==> src/logic/ocu_pkg.sv <==
// Purpose: Shared constants and types for the octal code update block.
// Assumes: One 200 MHz clock; the serial bus slave lives outside.
// Notes:   Every offset, field, reset value and code is named here once.
package ocu_pkg;

    // ************************************************************
    // Sizes
    // ************************************************************
    localparam int unsigned NUM_CH        = 8;   // Converter channels
    localparam int unsigned CH_W          = 3;   // Channel index width
    localparam int unsigned CODE_W        = 10;  // Wide variant code width
    localparam int unsigned CODE_W_NARROW = 8;   // Narrow variant width
    localparam int unsigned ADDR_W        = 4;   // Register address width
    localparam int unsigned DATA_W        = 16;  // Register write data width

    // ************************************************************
    // Register addresses and fields
    // ************************************************************
    localparam logic [ADDR_W-1:0] PD_ADDR   = 4'h1; // Power-down control
    localparam logic [ADDR_W-1:0] TRIG_ADDR = 4'h2; // Trigger register
    localparam int unsigned CODE_SEL_BIT    = 3;    // Set for channel codes
    localparam int unsigned SRF_LSB         = 0;    // soft_reset_field pos
    localparam int unsigned SRF_W           = 16;   // soft_reset_field width
    localparam logic [SRF_W-1:0] SOFT_RST_CODE = 16'h1010;

    // ************************************************************
    // Reset values and codes
    // ************************************************************
    localparam logic [CODE_W-1:0] CODE_RST    = 10'h000; // Zero code
    localparam logic [CODE_W-1:0] NARROW_MASK = 10'h0ff; // Narrow range
    localparam logic [NUM_CH-1:0] PD_RST      = 8'hff;   // All powered down
    localparam logic              PIN_IDLE    = 1'b1;    // Pins idle high
    localparam logic [7:0] GC_ADDR_BYTE  = 8'h00;        // General call
    localparam logic [7:0] GC_RESET_BYTE = 8'h06;        // Reset command

    // General call detector states
    typedef enum logic [1:0] {
        GC_IDLE,
        GC_STARTED,
        GC_ADDRESSED
    } ocu_gc_state_t;

endpackage : ocu_pkg

==> src/logic/ocu_pin_sync.sv <==
// Purpose: Bring an outside pin level into the clock domain.
// Assumes: Pin is asynchronous to clk_i.
// Notes:   Three flops; a change counts once the last two agree.
`timescale 1ns/1ps
`default_nettype none
module ocu_pin_sync (
    // Clock and reset
    input  wire logic clk_i,
    input  wire logic rst_n_i,
    // Pin side
    input  wire logic pin_i,
    // Domain side
    output var  logic level_o,
    output var  logic fell_o
);

    logic meta_q;   // First stage, read only by the second
    logic s2_q;     // Second stage
    logic s3_q;     // Third stage

    // ************************************************************
    // Synchroniser chain
    // ************************************************************
    // Shift the pin through three stages
    always_ff @(posedge clk_i or negedge rst_n_i) begin
        if (!rst_n_i) begin
            meta_q <= ocu_pkg::PIN_IDLE;
            s2_q   <= ocu_pkg::PIN_IDLE;
            s3_q   <= ocu_pkg::PIN_IDLE;
        end else begin
            meta_q <= pin_i;
            s2_q   <= meta_q;
            s3_q   <= s2_q;
        end
    end

    // Accept a new level only when the last two stages agree
    always_ff @(posedge clk_i or negedge rst_n_i) begin
        if (!rst_n_i) begin
            level_o <= ocu_pkg::PIN_IDLE;
            fell_o  <= 1'b0;
        end else begin
            fell_o <= (s2_q == s3_q) && level_o && !s3_q;
            if (s2_q == s3_q) begin
                level_o <= s3_q;
            end
        end
    end

endmodule : ocu_pin_sync
`default_nettype wire

==> src/logic/ocu_gcall_det.sv <==
// Purpose: Spot the general call reset sequence on the serial bus.
// Assumes: The bus slave gives start, stop and received-byte pulses.
// Notes:   byte_vld_i marks the rising edge of the acknowledge bit.
`timescale 1ns/1ps
`default_nettype none
module ocu_gcall_det (
    // Clock and reset
    input  wire logic       clk_i,
    input  wire logic       rst_n_i,
    // Bus events
    input  wire logic       start_i,
    input  wire logic       stop_i,
    input  wire logic       byte_vld_i,
    input  wire logic [7:0] byte_i,
    // Result
    output var  logic       gc_rst_o
);

    ocu_pkg::ocu_gc_state_t state_q;  // Sequence position

    // ************************************************************
    // Sequence tracker
    // ************************************************************
    // Start, address byte, reset byte; anything else starts over
    always_ff @(posedge clk_i or negedge rst_n_i) begin
        if (!rst_n_i) begin
            state_q  <= ocu_pkg::GC_IDLE;
            gc_rst_o <= 1'b0;
        end else begin
            gc_rst_o <= 1'b0;
            if (start_i) begin
                // Start or repeated start begins a new match
                state_q <= ocu_pkg::GC_STARTED;
            end else if (stop_i) begin
                state_q <= ocu_pkg::GC_IDLE;
            end else if (byte_vld_i) begin
                case (state_q)
                    ocu_pkg::GC_STARTED: begin
                        if (byte_i == ocu_pkg::GC_ADDR_BYTE) begin
                            state_q <= ocu_pkg::GC_ADDRESSED;
                        end else begin
                            state_q <= ocu_pkg::GC_IDLE;
                        end
                    end
                    ocu_pkg::GC_ADDRESSED: begin
                        // Reset fires on the second byte's acknowledge
                        gc_rst_o <= (byte_i == ocu_pkg::GC_RESET_BYTE);
                        state_q  <= ocu_pkg::GC_IDLE;
                    end
                    default: begin
                        state_q <= ocu_pkg::GC_IDLE;
                    end
                endcase
            end
        end
    end

endmodule : ocu_gcall_det
`default_nettype wire

==> src/logic/ocu_update_ctrl.sv <==
// Purpose: Buffer and active code registers for eight converter channels.
// Assumes: The serial bus slave sits outside on the same clock.
// Notes:   clear_n_i zeroes the codes at once, without the clock.
`timescale 1ns/1ps
`default_nettype none

// How it works
// - Eight channels, each with own code path
// - Codes are unsigned straight binary
// - Ten or eight bit codes per variant
// - Any reset zeroes buffer and active codes
// - Writes land in the buffer register first
// - Output follows active register changes only
// - Trigger pin level sampled at the write
// - Trigger low: copy at frame end
// - Trigger high: buffer only, output unchanged
// - Trigger pulled low moves pending buffers
// - One trigger edge updates all channels together
// - Clear pin acts without the clock
// - Clear low forces all codes to zero
// - General call 00h then 06h resets
// - Soft reset code in trigger register resets
// - Outputs start powered down until zero written
module ocu_update_ctrl #(
    parameter bit WIDE_VARIANT = 1'b1  // 1: ten-bit codes, 0: eight-bit
) (
    // Clock and reset
    input  wire logic                          clk_i,
    input  wire logic                          rst_n_i,
    // Device pins
    input  wire logic                          load_trigger_n_i,
    input  wire logic                          clear_n_i,
    // Bus framing from the serial slave
    input  wire logic                          start_i,
    input  wire logic                          stop_i,
    input  wire logic                          byte_vld_i,
    input  wire logic [7:0]                    byte_i,
    input  wire logic                          frame_end_i,
    // Register writes from the serial slave
    input  wire logic                          wr_i,
    input  wire logic [ocu_pkg::ADDR_W-1:0]    wr_addr_i,
    input  wire logic [ocu_pkg::DATA_W-1:0]    wr_data_i,
    // Converter side
    output var  logic [ocu_pkg::NUM_CH-1:0][ocu_pkg::CODE_W-1:0] active_code_o,
    output var  logic [ocu_pkg::NUM_CH-1:0][ocu_pkg::CODE_W-1:0] buffer_code_o,
    output var  logic [ocu_pkg::NUM_CH-1:0]    power_down_o,
    output var  logic                          update_o
);

    // ************************************************************
    // Declarations
    // ************************************************************
    typedef logic [ocu_pkg::NUM_CH-1:0][ocu_pkg::CODE_W-1:0] ocu_bank_t;

    logic                          arst_raw_n;  // Reset or clear pin low
    logic                          clr_meta_q;  // Release chain, stage 1
    logic                          int_rst_n;   // Clear-aware reset
    logic                          load_trigger_n_lvl;    // Synchronised trigger level
    logic                          load_trigger_n_fell;   // Trigger falling edge pulse
    logic                          gc_rst;      // General call reset pulse
    logic                          soft_rst;    // Trigger register reset
    logic                          srst;        // Any synchronous reset
    logic                          wr_code;     // Channel code write
    logic                          wr_pd;       // Power-down write
    logic [ocu_pkg::CH_W-1:0]      wr_ch;       // Written channel
    logic [ocu_pkg::CODE_W-1:0]    wr_code_val; // Masked written code
    ocu_bank_t                     buf_q;       // Buffer registers
    ocu_bank_t                     buf_d;       // Buffers incl. this write
    ocu_bank_t                     act_q;       // Active registers
    logic [ocu_pkg::NUM_CH-1:0]    imm_q;       // Immediate copy pending
    logic [ocu_pkg::NUM_CH-1:0]    imm_d;       // Pending incl. this write
    logic [ocu_pkg::NUM_CH-1:0]    pd_q;        // Power-down bits
    logic                          update_q;    // Active bank changed

    // ************************************************************
    // Functions
    // ************************************************************
    // Limit a code to the variant's legal range
    function automatic logic [ocu_pkg::CODE_W-1:0] code_mask(
        input logic [ocu_pkg::CODE_W-1:0] c
    );
        return WIDE_VARIANT ? c : (c & ocu_pkg::NARROW_MASK);
    endfunction : code_mask

    // True when every buffered code lies in the legal range
    function automatic logic bank_legal(input ocu_bank_t b);
        logic ok;
        ok = 1'b1;
        for (int i = 0; i < ocu_pkg::NUM_CH; i++) begin
            ok = ok && (b[i] == code_mask(b[i]));
        end
        return ok;
    endfunction : bank_legal

    // ************************************************************
    // Clear pin and reset handling
    // ************************************************************
    assign arst_raw_n = rst_n_i & clear_n_i;

    // Clear asserts at once, releases two edges later
    always_ff @(posedge clk_i or negedge arst_raw_n) begin
        if (!arst_raw_n) begin
            clr_meta_q <= 1'b0;
            int_rst_n  <= 1'b0;
        end else begin
            clr_meta_q <= 1'b1;
            int_rst_n  <= clr_meta_q;
        end
    end

    // Trigger pin into the clock domain
    ocu_pin_sync u_load_trigger_n_sync (
        .clk_i   (clk_i),
        .rst_n_i (rst_n_i),
        .pin_i   (load_trigger_n_i),
        .level_o (load_trigger_n_lvl),
        .fell_o  (load_trigger_n_fell)
    );

    // General call reset detector
    ocu_gcall_det u_gcall (
        .clk_i      (clk_i),
        .rst_n_i    (rst_n_i),
        .start_i    (start_i),
        .stop_i     (stop_i),
        .byte_vld_i (byte_vld_i),
        .byte_i     (byte_i),
        .gc_rst_o   (gc_rst)
    );

    // ************************************************************
    // Write decode
    // ************************************************************
    assign wr_code = wr_i && wr_addr_i[ocu_pkg::CODE_SEL_BIT];
    assign wr_pd   = wr_i && (wr_addr_i == ocu_pkg::PD_ADDR);
    assign wr_ch   = wr_addr_i[ocu_pkg::CH_W-1:0];
    assign wr_code_val = code_mask(wr_data_i[ocu_pkg::CODE_W-1:0]);
    assign soft_rst = wr_i && (wr_addr_i == ocu_pkg::TRIG_ADDR)
        && (wr_data_i[ocu_pkg::SRF_LSB +: ocu_pkg::SRF_W]
            == ocu_pkg::SOFT_RST_CODE);
    assign srst = soft_rst || gc_rst;

    // Next buffer bank and pending mask, with this cycle's write
    always_comb begin
        buf_d = buf_q;
        imm_d = imm_q;
        if (wr_code) begin
            buf_d[wr_ch] = wr_code_val;
            // Trigger level at the write picks the mode
            if (!load_trigger_n_lvl) begin
                imm_d[wr_ch] = 1'b1;
            end
        end
    end

    // ************************************************************
    // Buffer registers
    // ************************************************************
    // Capture writes; resets and clear force zero code
    always_ff @(posedge clk_i or negedge int_rst_n) begin
        if (!int_rst_n) begin
            buf_q <= {ocu_pkg::NUM_CH{ocu_pkg::CODE_RST}};
        end else if (srst) begin
            buf_q <= {ocu_pkg::NUM_CH{ocu_pkg::CODE_RST}};
        end else begin
            buf_q <= buf_d;
        end
    end

    // Immediate-mode channels waiting for the frame end
    always_ff @(posedge clk_i or negedge int_rst_n) begin
        if (!int_rst_n) begin
            imm_q <= '0;
        end else if (srst || frame_end_i || load_trigger_n_fell) begin
            imm_q <= '0;
        end else begin
            imm_q <= imm_d;
        end
    end

    // ************************************************************
    // Active registers
    // ************************************************************
    // Trigger edge copies all; frame end copies immediate channels
    always_ff @(posedge clk_i or negedge int_rst_n) begin
        if (!int_rst_n) begin
            act_q <= {ocu_pkg::NUM_CH{ocu_pkg::CODE_RST}};
        end else if (srst) begin
            act_q <= {ocu_pkg::NUM_CH{ocu_pkg::CODE_RST}};
        end else if (load_trigger_n_fell) begin
            act_q <= buf_d;
        end else if (frame_end_i) begin
            for (int i = 0; i < ocu_pkg::NUM_CH; i++) begin
                if (imm_d[i]) begin
                    act_q[i] <= buf_d[i];
                end
            end
        end
    end

    // Flag every cycle in which the active bank is reloaded
    always_ff @(posedge clk_i or negedge int_rst_n) begin
        if (!int_rst_n) begin
            update_q <= 1'b0;
        end else begin
            update_q <= !srst && (load_trigger_n_fell || (frame_end_i && |imm_d));
        end
    end

    // ************************************************************
    // Power-down control
    // ************************************************************
    // Outputs start powered down; a zero bit powers a channel up
    always_ff @(posedge clk_i or negedge rst_n_i) begin
        if (!rst_n_i) begin
            pd_q <= ocu_pkg::PD_RST;
        end else if (srst) begin
            pd_q <= ocu_pkg::PD_RST;
        end else if (wr_pd) begin
            pd_q <= wr_data_i[ocu_pkg::NUM_CH-1:0];
        end
    end

    // Outputs straight from the registers
    assign active_code_o = act_q;
    assign buffer_code_o = buf_q;
    assign power_down_o  = pd_q;
    assign update_o      = update_q;

    // ************************************************************
    // Checks
    // ************************************************************
    a_clear_zero: assert property (@(posedge clk_i)
        disable iff (!rst_n_i)
        !clear_n_i |-> (act_q == '0) && (buf_q == '0))
        else $error("clear low but codes not zero");

    a_clear_holds: assert property (@(posedge clk_i)
        disable iff (!rst_n_i)
        $rose(clear_n_i) |-> (act_q == '0) ##1 (act_q == '0))
        else $error("codes moved during clear release");

    a_buf_capture: assert property (@(posedge clk_i)
        disable iff (!int_rst_n || !clear_n_i)
        (wr_code && !srst) |=> buf_q[$past(wr_ch)] == $past(wr_code_val))
        else $error("buffer missed a code write");

    a_imm_copy: assert property (@(posedge clk_i)
        disable iff (!int_rst_n || !clear_n_i)
        (wr_code && !load_trigger_n_lvl && !srst && !frame_end_i && !load_trigger_n_fell)
        ##1 (frame_end_i && !wr_code && !srst)
        |=> (act_q[$past(wr_ch, 2)] == $past(wr_code_val, 2)) && update_q)
        else $error("immediate write not applied at frame end");

    a_defer_hold: assert property (@(posedge clk_i)
        disable iff (!int_rst_n || !clear_n_i)
        (wr_code && load_trigger_n_lvl && !load_trigger_n_fell && !frame_end_i && !srst)
        |=> act_q[$past(wr_ch)] == $past(act_q[wr_ch]))
        else $error("deferred write changed the active code");

    a_load_trigger_n_all: assert property (@(posedge clk_i)
        disable iff (!int_rst_n || !clear_n_i)
        (load_trigger_n_fell && !srst) |=> (act_q == $past(buf_d)) && update_q)
        else $error("trigger edge did not load every channel");

    a_fell_once: assert property (@(posedge clk_i)
        disable iff (!rst_n_i)
        load_trigger_n_fell |=> !load_trigger_n_fell)
        else $error("trigger copy repeated");

    a_only_update: assert property (@(posedge clk_i)
        disable iff (!int_rst_n || !clear_n_i)
        ($changed(act_q) && !$past(srst)) |-> update_q)
        else $error("active code changed without an update");

    a_soft_reset: assert property (@(posedge clk_i)
        disable iff (!int_rst_n || !clear_n_i)
        soft_rst |=> (act_q == '0) && (buf_q == '0)
            && (pd_q == ocu_pkg::PD_RST) && !update_q)
        else $error("soft reset code did not reset");

    a_gcall_reset: assert property (@(posedge clk_i)
        disable iff (!int_rst_n || !clear_n_i)
        (byte_vld_i && (byte_i == ocu_pkg::GC_RESET_BYTE) && !start_i
            && !stop_i && (u_gcall.state_q == ocu_pkg::GC_ADDRESSED))
        |-> ##2 (buf_q == '0))
        else $error("general call reset not applied");

    a_pd_write: assert property (@(posedge clk_i)
        disable iff (!rst_n_i)
        (wr_pd && !srst) |=> pd_q == $past(wr_data_i[7:0]))
        else $error("power-down write lost");

    a_code_range: assert property (@(posedge clk_i)
        disable iff (!rst_n_i)
        bank_legal(buf_q) && bank_legal(act_q))
        else $error("code outside variant range");

endmodule : ocu_update_ctrl
`default_nettype wire

==> config.mk <==
export PLATFORM = sky130hd
export DESIGN_NAME = ocu_update_ctrl
export DESIGN_NICKNAME = d
export VERILOG_FILES = /design/src/logic/ocu_pkg.sv /design/src/logic/ocu_pin_sync.sv /design/src/logic/ocu_gcall_det.sv /design/src/logic/ocu_update_ctrl.sv
export SDC_FILE = /design/constraint.sdc
export NUM_CORES = 1
export LEC_CHECK = 0
export ABC_AREA = 1
export BUFFER_PORTS_ARGS = -buffer_cell sky130_fd_sc_hd__buf_4
export CAP_MARGIN = 20
export CORE_ASPECT_RATIO = 1.2
export CORE_MARGIN = 2
export CORE_UTILIZATION = 30
export DETAILED_ROUTE_END_ITERATION = 12
export SYNTH_ARGS = -nofsm -noshare
export SYNTH_HDL_FRONTEND = slang
export SYNTH_SLANG_ARGS = --single-unit
==> constraint.sdc <==
create_clock -name clk_i -period 4.8 [get_ports clk_i]
set_input_delay 0.48 -clock clk_i [delete_from_list [all_inputs] [get_ports clk_i]]
set_output_delay 0.48 -clock clk_i [all_outputs]
set_load 0.005 [all_outputs]
# Yosys cells after proc, flatten, opt, wreduce, memory -nomap -nowiden
# Index checks and enable logic that the tools add are counted.
[totals]
output_inout_bits = 169
regBits = 187
elab_cells = 107
input_bits = 37
[classes]
bitwise_logic = 2
mux = 32
eq_ne = 7
magnitude_cmp = 2
reduce_logical = 36
[ops]
columns = ["operator", "n"]
rows = [
  ["$mux 80", 5],
  ["$mux 10", 9],
  ["$bwmux 80", 1],
  ["$mux 8", 5],
  ["$demux 10 s3", 1],
  ["$reduce_bool 3->1", 10],
  ["$eq 16x13->1 const B", 1],
  ["$reduce_and 2->1", 8],
  ["$mux 2", 5],
  ["$logic_and 1x1->1", 9],
  ["$eq 8x3->1 const B", 1],
  ["$logic_not 8->1", 1],
  ["$or 8x8->8", 1],
  ["$reduce_or 8->1", 1],
  ["$mux 1", 5],
  ["$eq 4x1->1 const B", 1],
  ["$eq 4x2->1 const B", 1],
  ["$logic_or 1x1->1", 4],
  ["$lt 3x4->1 const B", 1],
  ["$demux 1 s3", 1],
  ["$ge 3x1->1 const B", 1],
  ["$eq 2x1->1 const B", 1],
  ["$eq 2x2->1 const B", 1],
  ["$logic_not 1->1", 2],
  ["3 further kinds", 3],
]

# Logic depth before layout (Yosys ltp)
[depth]
depth_word = 11
mapped_depth = 11
mapped_depth_nobuf = 10

# Cells and area by module
# From an unflattened synthesis, not the netlist that was laid out.
[hier_totals]
cells_unflattened = 862
hier_area_um2 = 7703.6
[by_module_without_submodules]
columns = ["mod", "seq_area_each_um2", "area_each_um2", "instances", "cells_each"]
rows = [
  ["ocu_update_ctrl", 4489.3, 7382.1, 1, 828],
  ["ocu_gcall_det", 75.1, 170.2, 1, 24],
  ["ocu_pin_sync", 130.1, 151.4, 1, 10],
]

# Least setup slack after synthesis
# Ideal clock, no wire load.
[synth_path]
path_type = "in2reg"
from = "input wr_data_i[6] (netlist bit)"
to = "register act_q, in the netlist active_code_o[20]"
t_arrival_ns = 1.373
n_path_buf = 2
t_required_ns = 4.682
stages = 10
slack_ns = 3.309
setup_time_ns = 0.118
path_cell_list = "inv_2 > nand3_1 > nor2_1 > nand3_1 > nand2_2 > buf_6 > buf_6 > nor2_2 > nand2_1 > nand2_1"
[synth_via]
elab_chain_cells = 5
word_cells_on_any_way = 7
cone_classes = "1 x eq/ne; 1 x mux; 5 x reduce/logical"
[synth_lines]
columns = ["element", "line_no", "source"]
rows = [
  ["start, declared", "ocu_update_ctrl.sv:42", "input wire logic [ocu_pkg::DATA_W-1:0] wr_data_i,"],
  ["$eq 16x13->1 *", "ocu_update_ctrl.sv:140", "== ocu_pkg::SOFT_RST_CODE);"],
  ["$logic_and 1x1->1 *", "ocu_update_ctrl.sv:139", "&& (wr_data_i[ocu_pkg::SRF_LSB +: ocu_pkg::SRF_W]"],
  ["$logic_or 1x1->1 *", "ocu_update_ctrl.sv:141", "assign srst = soft_rst || gc_rst;"],
  ["$reduce_bool 3->1 (no source line)", "-", ""],
  ["$reduce_and 2->1 (no source line)", "-", ""],
  ["end signal, assigned", "ocu_update_ctrl.sv:187", "act_q <= {ocu_pkg::NUM_CH{ocu_pkg::CODE_RST}};"],
  ["end signal, assigned", "ocu_update_ctrl.sv:189", "act_q <= {ocu_pkg::NUM_CH{ocu_pkg::CODE_RST}};"],
  ["end signal, assigned", "ocu_update_ctrl.sv:191", "act_q <= buf_d;"],
  ["end, declared", "ocu_update_ctrl.sv:69", "ocu_bank_t act_q;"],
]
# Mark *: on every way between the ends. The rest lies on a longest branch, timed or not.
# A chain may end at the register's enable or synchronous reset.

# Final worst setup path
[layout_path]
from = "input wr_data_i[0] (netlist bit)"
to = "register act_q, in the netlist active_code_o[10]"
[layout_via]
elab_chain_cells = 6
word_cells_on_any_way = 12
cone_classes = "1 x eq/ne; 6 x mux; 5 x reduce/logical"
[layout_lines]
columns = ["element", "line_no", "source"]
rows = [
  ["$bwmux 80", "ocu_update_ctrl.sv:148", "buf_d[wr_ch] = wr_code_val;"],
  ["$mux 80", "ocu_update_ctrl.sv:147", "if (wr_code) begin"],
  ["$mux 10", "ocu_update_ctrl.sv:194", "if (imm_d[i]) begin"],
  ["$mux 80", "ocu_update_ctrl.sv:192", "end else if (frame_end_i) begin"],
  ["$mux 80", "ocu_update_ctrl.sv:190", "end else if (load_trigger_n_fell) begin"],
  ["$mux 80", "ocu_update_ctrl.sv:188", "end else if (srst) begin"],
  ["end signal, assigned", "ocu_update_ctrl.sv:189", ""],
  ["end signal, assigned", "ocu_update_ctrl.sv:191", ""],
  ["end signal, assigned by index", "ocu_update_ctrl.sv:195", "act_q[i] <= buf_d[i];"],
]
# Parallel ways exist; a longest one is shown, timed or not. The select of a mux whose other input is x is not followed.

==> results <==
- The flow ran to the end, and the final reports show no timing, DRC or antenna violations.
- The critical setup path kind is in -> reg.
- The synthesized netlist devotes 6.251% of its cell area to compound gates.
- Summing the areas of all xor and xnor instances in the mapped netlist gives 0% of the synthesized area.
- The die width is 152.9 um.
- The startpoint type of the worst setup path is a primary input.
- The number of global-route vias before repair is 6,510.
- Leaving out fill and tap cells, the most frequent cells in the layout are 293 x nand2_1, 209 x buf_4, 174 x dfrtp_1.
- The clock tree from TritonCTS is yes.
- The number of hold violations in the final report is 0.
- The clock transition at the registers of the reported paths is 0.07 ns.
- The cell count after synthesis is 936.
- The area of the die is 27,950 sq um.
- The kind of end point of the critical path is a flop.
- In the post-synthesis netlist, the biggest area contributors are dfrtp_1 55%, nand2_1 14%, o21ai_1 4.7%.
- The proportion of synthesized area in mux cells is 0%.
- Setup repair after global routing left no endpoint under its margin.
- Detailed placement ended at an HPWL of 16.27 mm.
- Global routing consumed, over all layers together, 17.22% of the routing resources.
- Across the run, the number of max-cap violations was 0.
- The CTS sink count is 187.
- The delay of the slowest critical-path stage is 0.65 ns.
- The clock period could shrink to 2.491 ns.
- The worst ir drop on vdd is 0.1916 mV.
- The number of remaining DRC errors is 0.
- Cells with a size suffix above 1 make up 30.70% of the layout.
- The setup total negative slack is 0 ns.
- The number of I/O pins is 206.
- In this run the number of H-tree levels came out at 4.
- The initial utilization of the core area, before any placement, comes to 30.40%.
- The measured slew at the worst slew-check pin is 0.9946 ns.
- The tightest hold path in the finished design has a slack of 0.1651 ns.
- The maximum clock rate is 401.5 MHz.
- Clock tree synthesis inserted a total of 17 buffers.
- The maximum fanout count along the critical path is 46.
- The headroom to the max-slew limit is 33.25%.
- The largest total area in the synthesized netlist belongs to dfrtp_1.
- The floorplan step defined a core boundary enclosing 26,270 sq um.
- Summed over all layers, the global routing overflow is 0.
- The required time of the critical path is 5.12 ns.
- The final period utilization is 51.89%.
- The number of antenna violations at the first check in global routing came to 1.
- The power density over the cells is 461.9 nW/um^2.
- Summing the sequential cell areas from Yosys gives 58.78% of the chip area.
- The final net count is 1,164.
- Relative to the synthesized area, the layout overhead comes to 29.36%.
- The netlist area before placement is 7986 sq um.
- Routability-driven placement finished with a final weighted congestion of 0.7795.
- The signal on the critical path passes through buf_4 > inv_2 > nand3_1 > nor2_1 > nand3_1 > nand2_4 > buf_4 > nor2_2 > nand2_1 > nand2_1.
- The synthesized-area fraction occupied by and/or/nand/nor cells is 26.35%.
- The count of buffers added on input and output ports is 205.
- The clock latency of the later-clocked register in the worst-skew pair is 0.43 ns.
- The pin count of the biggest net entering global routing is 73.
- The number of unique standard cell types used by synthesis is 24.
- The first-pass GRT wire length is 37.06 mm.
- The share of Yosys cell area claimed by the top area cell type is 54.83%.
- The count of nets left with antenna violations after detail routing is 0.
- The static power due to leakage is 5.480 nW.
- The yosys synthesis warning count is 0.
- The number of nets produced by synthesis is 973.
- The number of setup violations in the final report is 0.
- The mean number of vias per cell is 4.444.
- The final routed wire length divided by cell count is 16.09 um.
- The first TritonRoute pass finished after 5 iterations.
- The largest family of logic cells by synthesized area is simple AND/OR/NAND/NOR gates.
- The initialized floorplan defines 65 standard-cell rows.
- In this run the post-CTS setup repair buffer count came out at 0.
- The type of the worst min-delay path is in -> reg.
- The arrival time at the worst endpoint is 2.81 ns.
- For this block, the via count after detailed routing is 6,560.
- The clock tree root buffer cell is clkbuf_16.
- The commonest non-fill, non-tap cell in the layout is nand2_1.
- The wire length reported by the detailed router is 23.75 mm.
- The number of DRC markers in iteration 0 is 362.
- Counting flops and latches in the post-synthesis netlist gives 187.
- The clock skew after layout is 0.01062 ns.
- The max-slew violation count is 0.
- The height of the die is 182.7 um.
- The mean post-synth cell area is 8.532 sq um.
- The clock passes through at most 2 buffers.
- The master of the slowest instance on the critical path is buf_4.
- The adder and majority gate portion of the synthesized area is 0.1253%.
- Power comes to 4.772 mW.
[synth_stat cells]
cell type,count
dfrtp_1,175
a31o_2,1
buf_6,8
a21oi_1,10
nand3_1,70
nor2_4,2
maj3_1,1
o211ai_1,8
inv_1,79
nand3b_1,1
nand2_1,293
inv_2,40
conb_1,1
nor3_1,2
clkbuf_1,18
o21ai_1,75
nor4_1,1
o21ai_0,1
nor2_2,53
buf_2,14
dfstp_2,12
nand4_1,1
nand2_2,3
nor2_1,67
[flip-flops by register name, indices dropped and copies added (netlist names)]
name	count
u_load_trigger_n_sync.fell_o	1
active_code_o	80
u_gcall.state_q	2
u_load_trigger_n_sync.meta_q	1
u_gcall.gc_rst_o	1
buffer_code_o	80
int_rst_n	1
u_load_trigger_n_sync.level_o	1
u_load_trigger_n_sync.s2_q	1
update_o	1
clr_meta_q	1
power_down_o	8
u_load_trigger_n_sync.s3_q	1
imm_q	8
[power breakdown]
group | internal [mW] | switching [mW]
Clock | 0.693 | 0.615
Combinational | 0.685 | 0.566
Sequential | 1.96 | 0.258
[repair_timing]
action	in CTS	in global routing
endpoints found under the hold margin	6	0
gates resized for setup	0	0
setup endpoints to repair	0	0
hold buffers	2	0
[final timing paths]
path	start	end	slack, ns	cells past startpoint
setup / recovery	wr_data_i[0]	active_code_o[10]	2.31	10
hold / removal	load_trigger_n_i	u_load_trigger_n_sync.meta_q	0.17	1
setup reg to reg	u_load_trigger_n_sync.level_o	active_code_o[52]	2.63	7
hold reg to reg	clr_meta_q	int_rst_n	0.35	0
max in group asynchronous	int_rst_n	buffer_code_o[48]	3.09	1
min in group asynchronous	rst_n_i	u_gcall.state_q[0]	0.45	2
[logic make-up after synthesis]
| family | count (synthesis) |
|---|---|
| and+or+nand+nor | 493 |
| adders and majority gates | 1 |
| DFF | 187 |
| buffers and inverters | 159 |
| other | 1 |
| AOI/OAI and AO/OA | 95 |
[final cells by class]
cell class              instances  area (sq um)
multi-input cells             590          2623
flip-flops and latches        187          4698
fillers                      2732         15940
diodes                          1         2.502
inverters                     119         446.7
clock buffers                  23         467.9
well taps                     335         419.2
repair buffers                212          1609
clock inverters                 9         65.06
[critical path: cells and delay by family]
kind                   cells  cell delay [ns]
AND/OR/NAND/NOR            7             1.24
buffers and inverters      3             1.03
[through the flow]
stage | worst slack [ns] | instance area (sq um) | utilization [%] | cells
finish | 2.310 | 10330 | 39.33 | 1476
global placement | 1.870 | 9756 | 37.14 | 1440
CTS | 2.291 | 10310 | 39.24 | 1474
floorplan | 1.973 | 7988 | - | 936
global route | 2.101 | 10330 | 39.33 | 1476
detailed placement | 1.824 | 9756 | 37.14 | 1440
[layer usage]
layer	track usage, %	up-vias	wire (um)
met4	5.741	0	440
li1	-	3281	-
met2	28.61	154	11670
met3	4.371	21	1292
met1	22.03	3104	10350
met5	0	-	0
(Power assumes the default switching activity.)
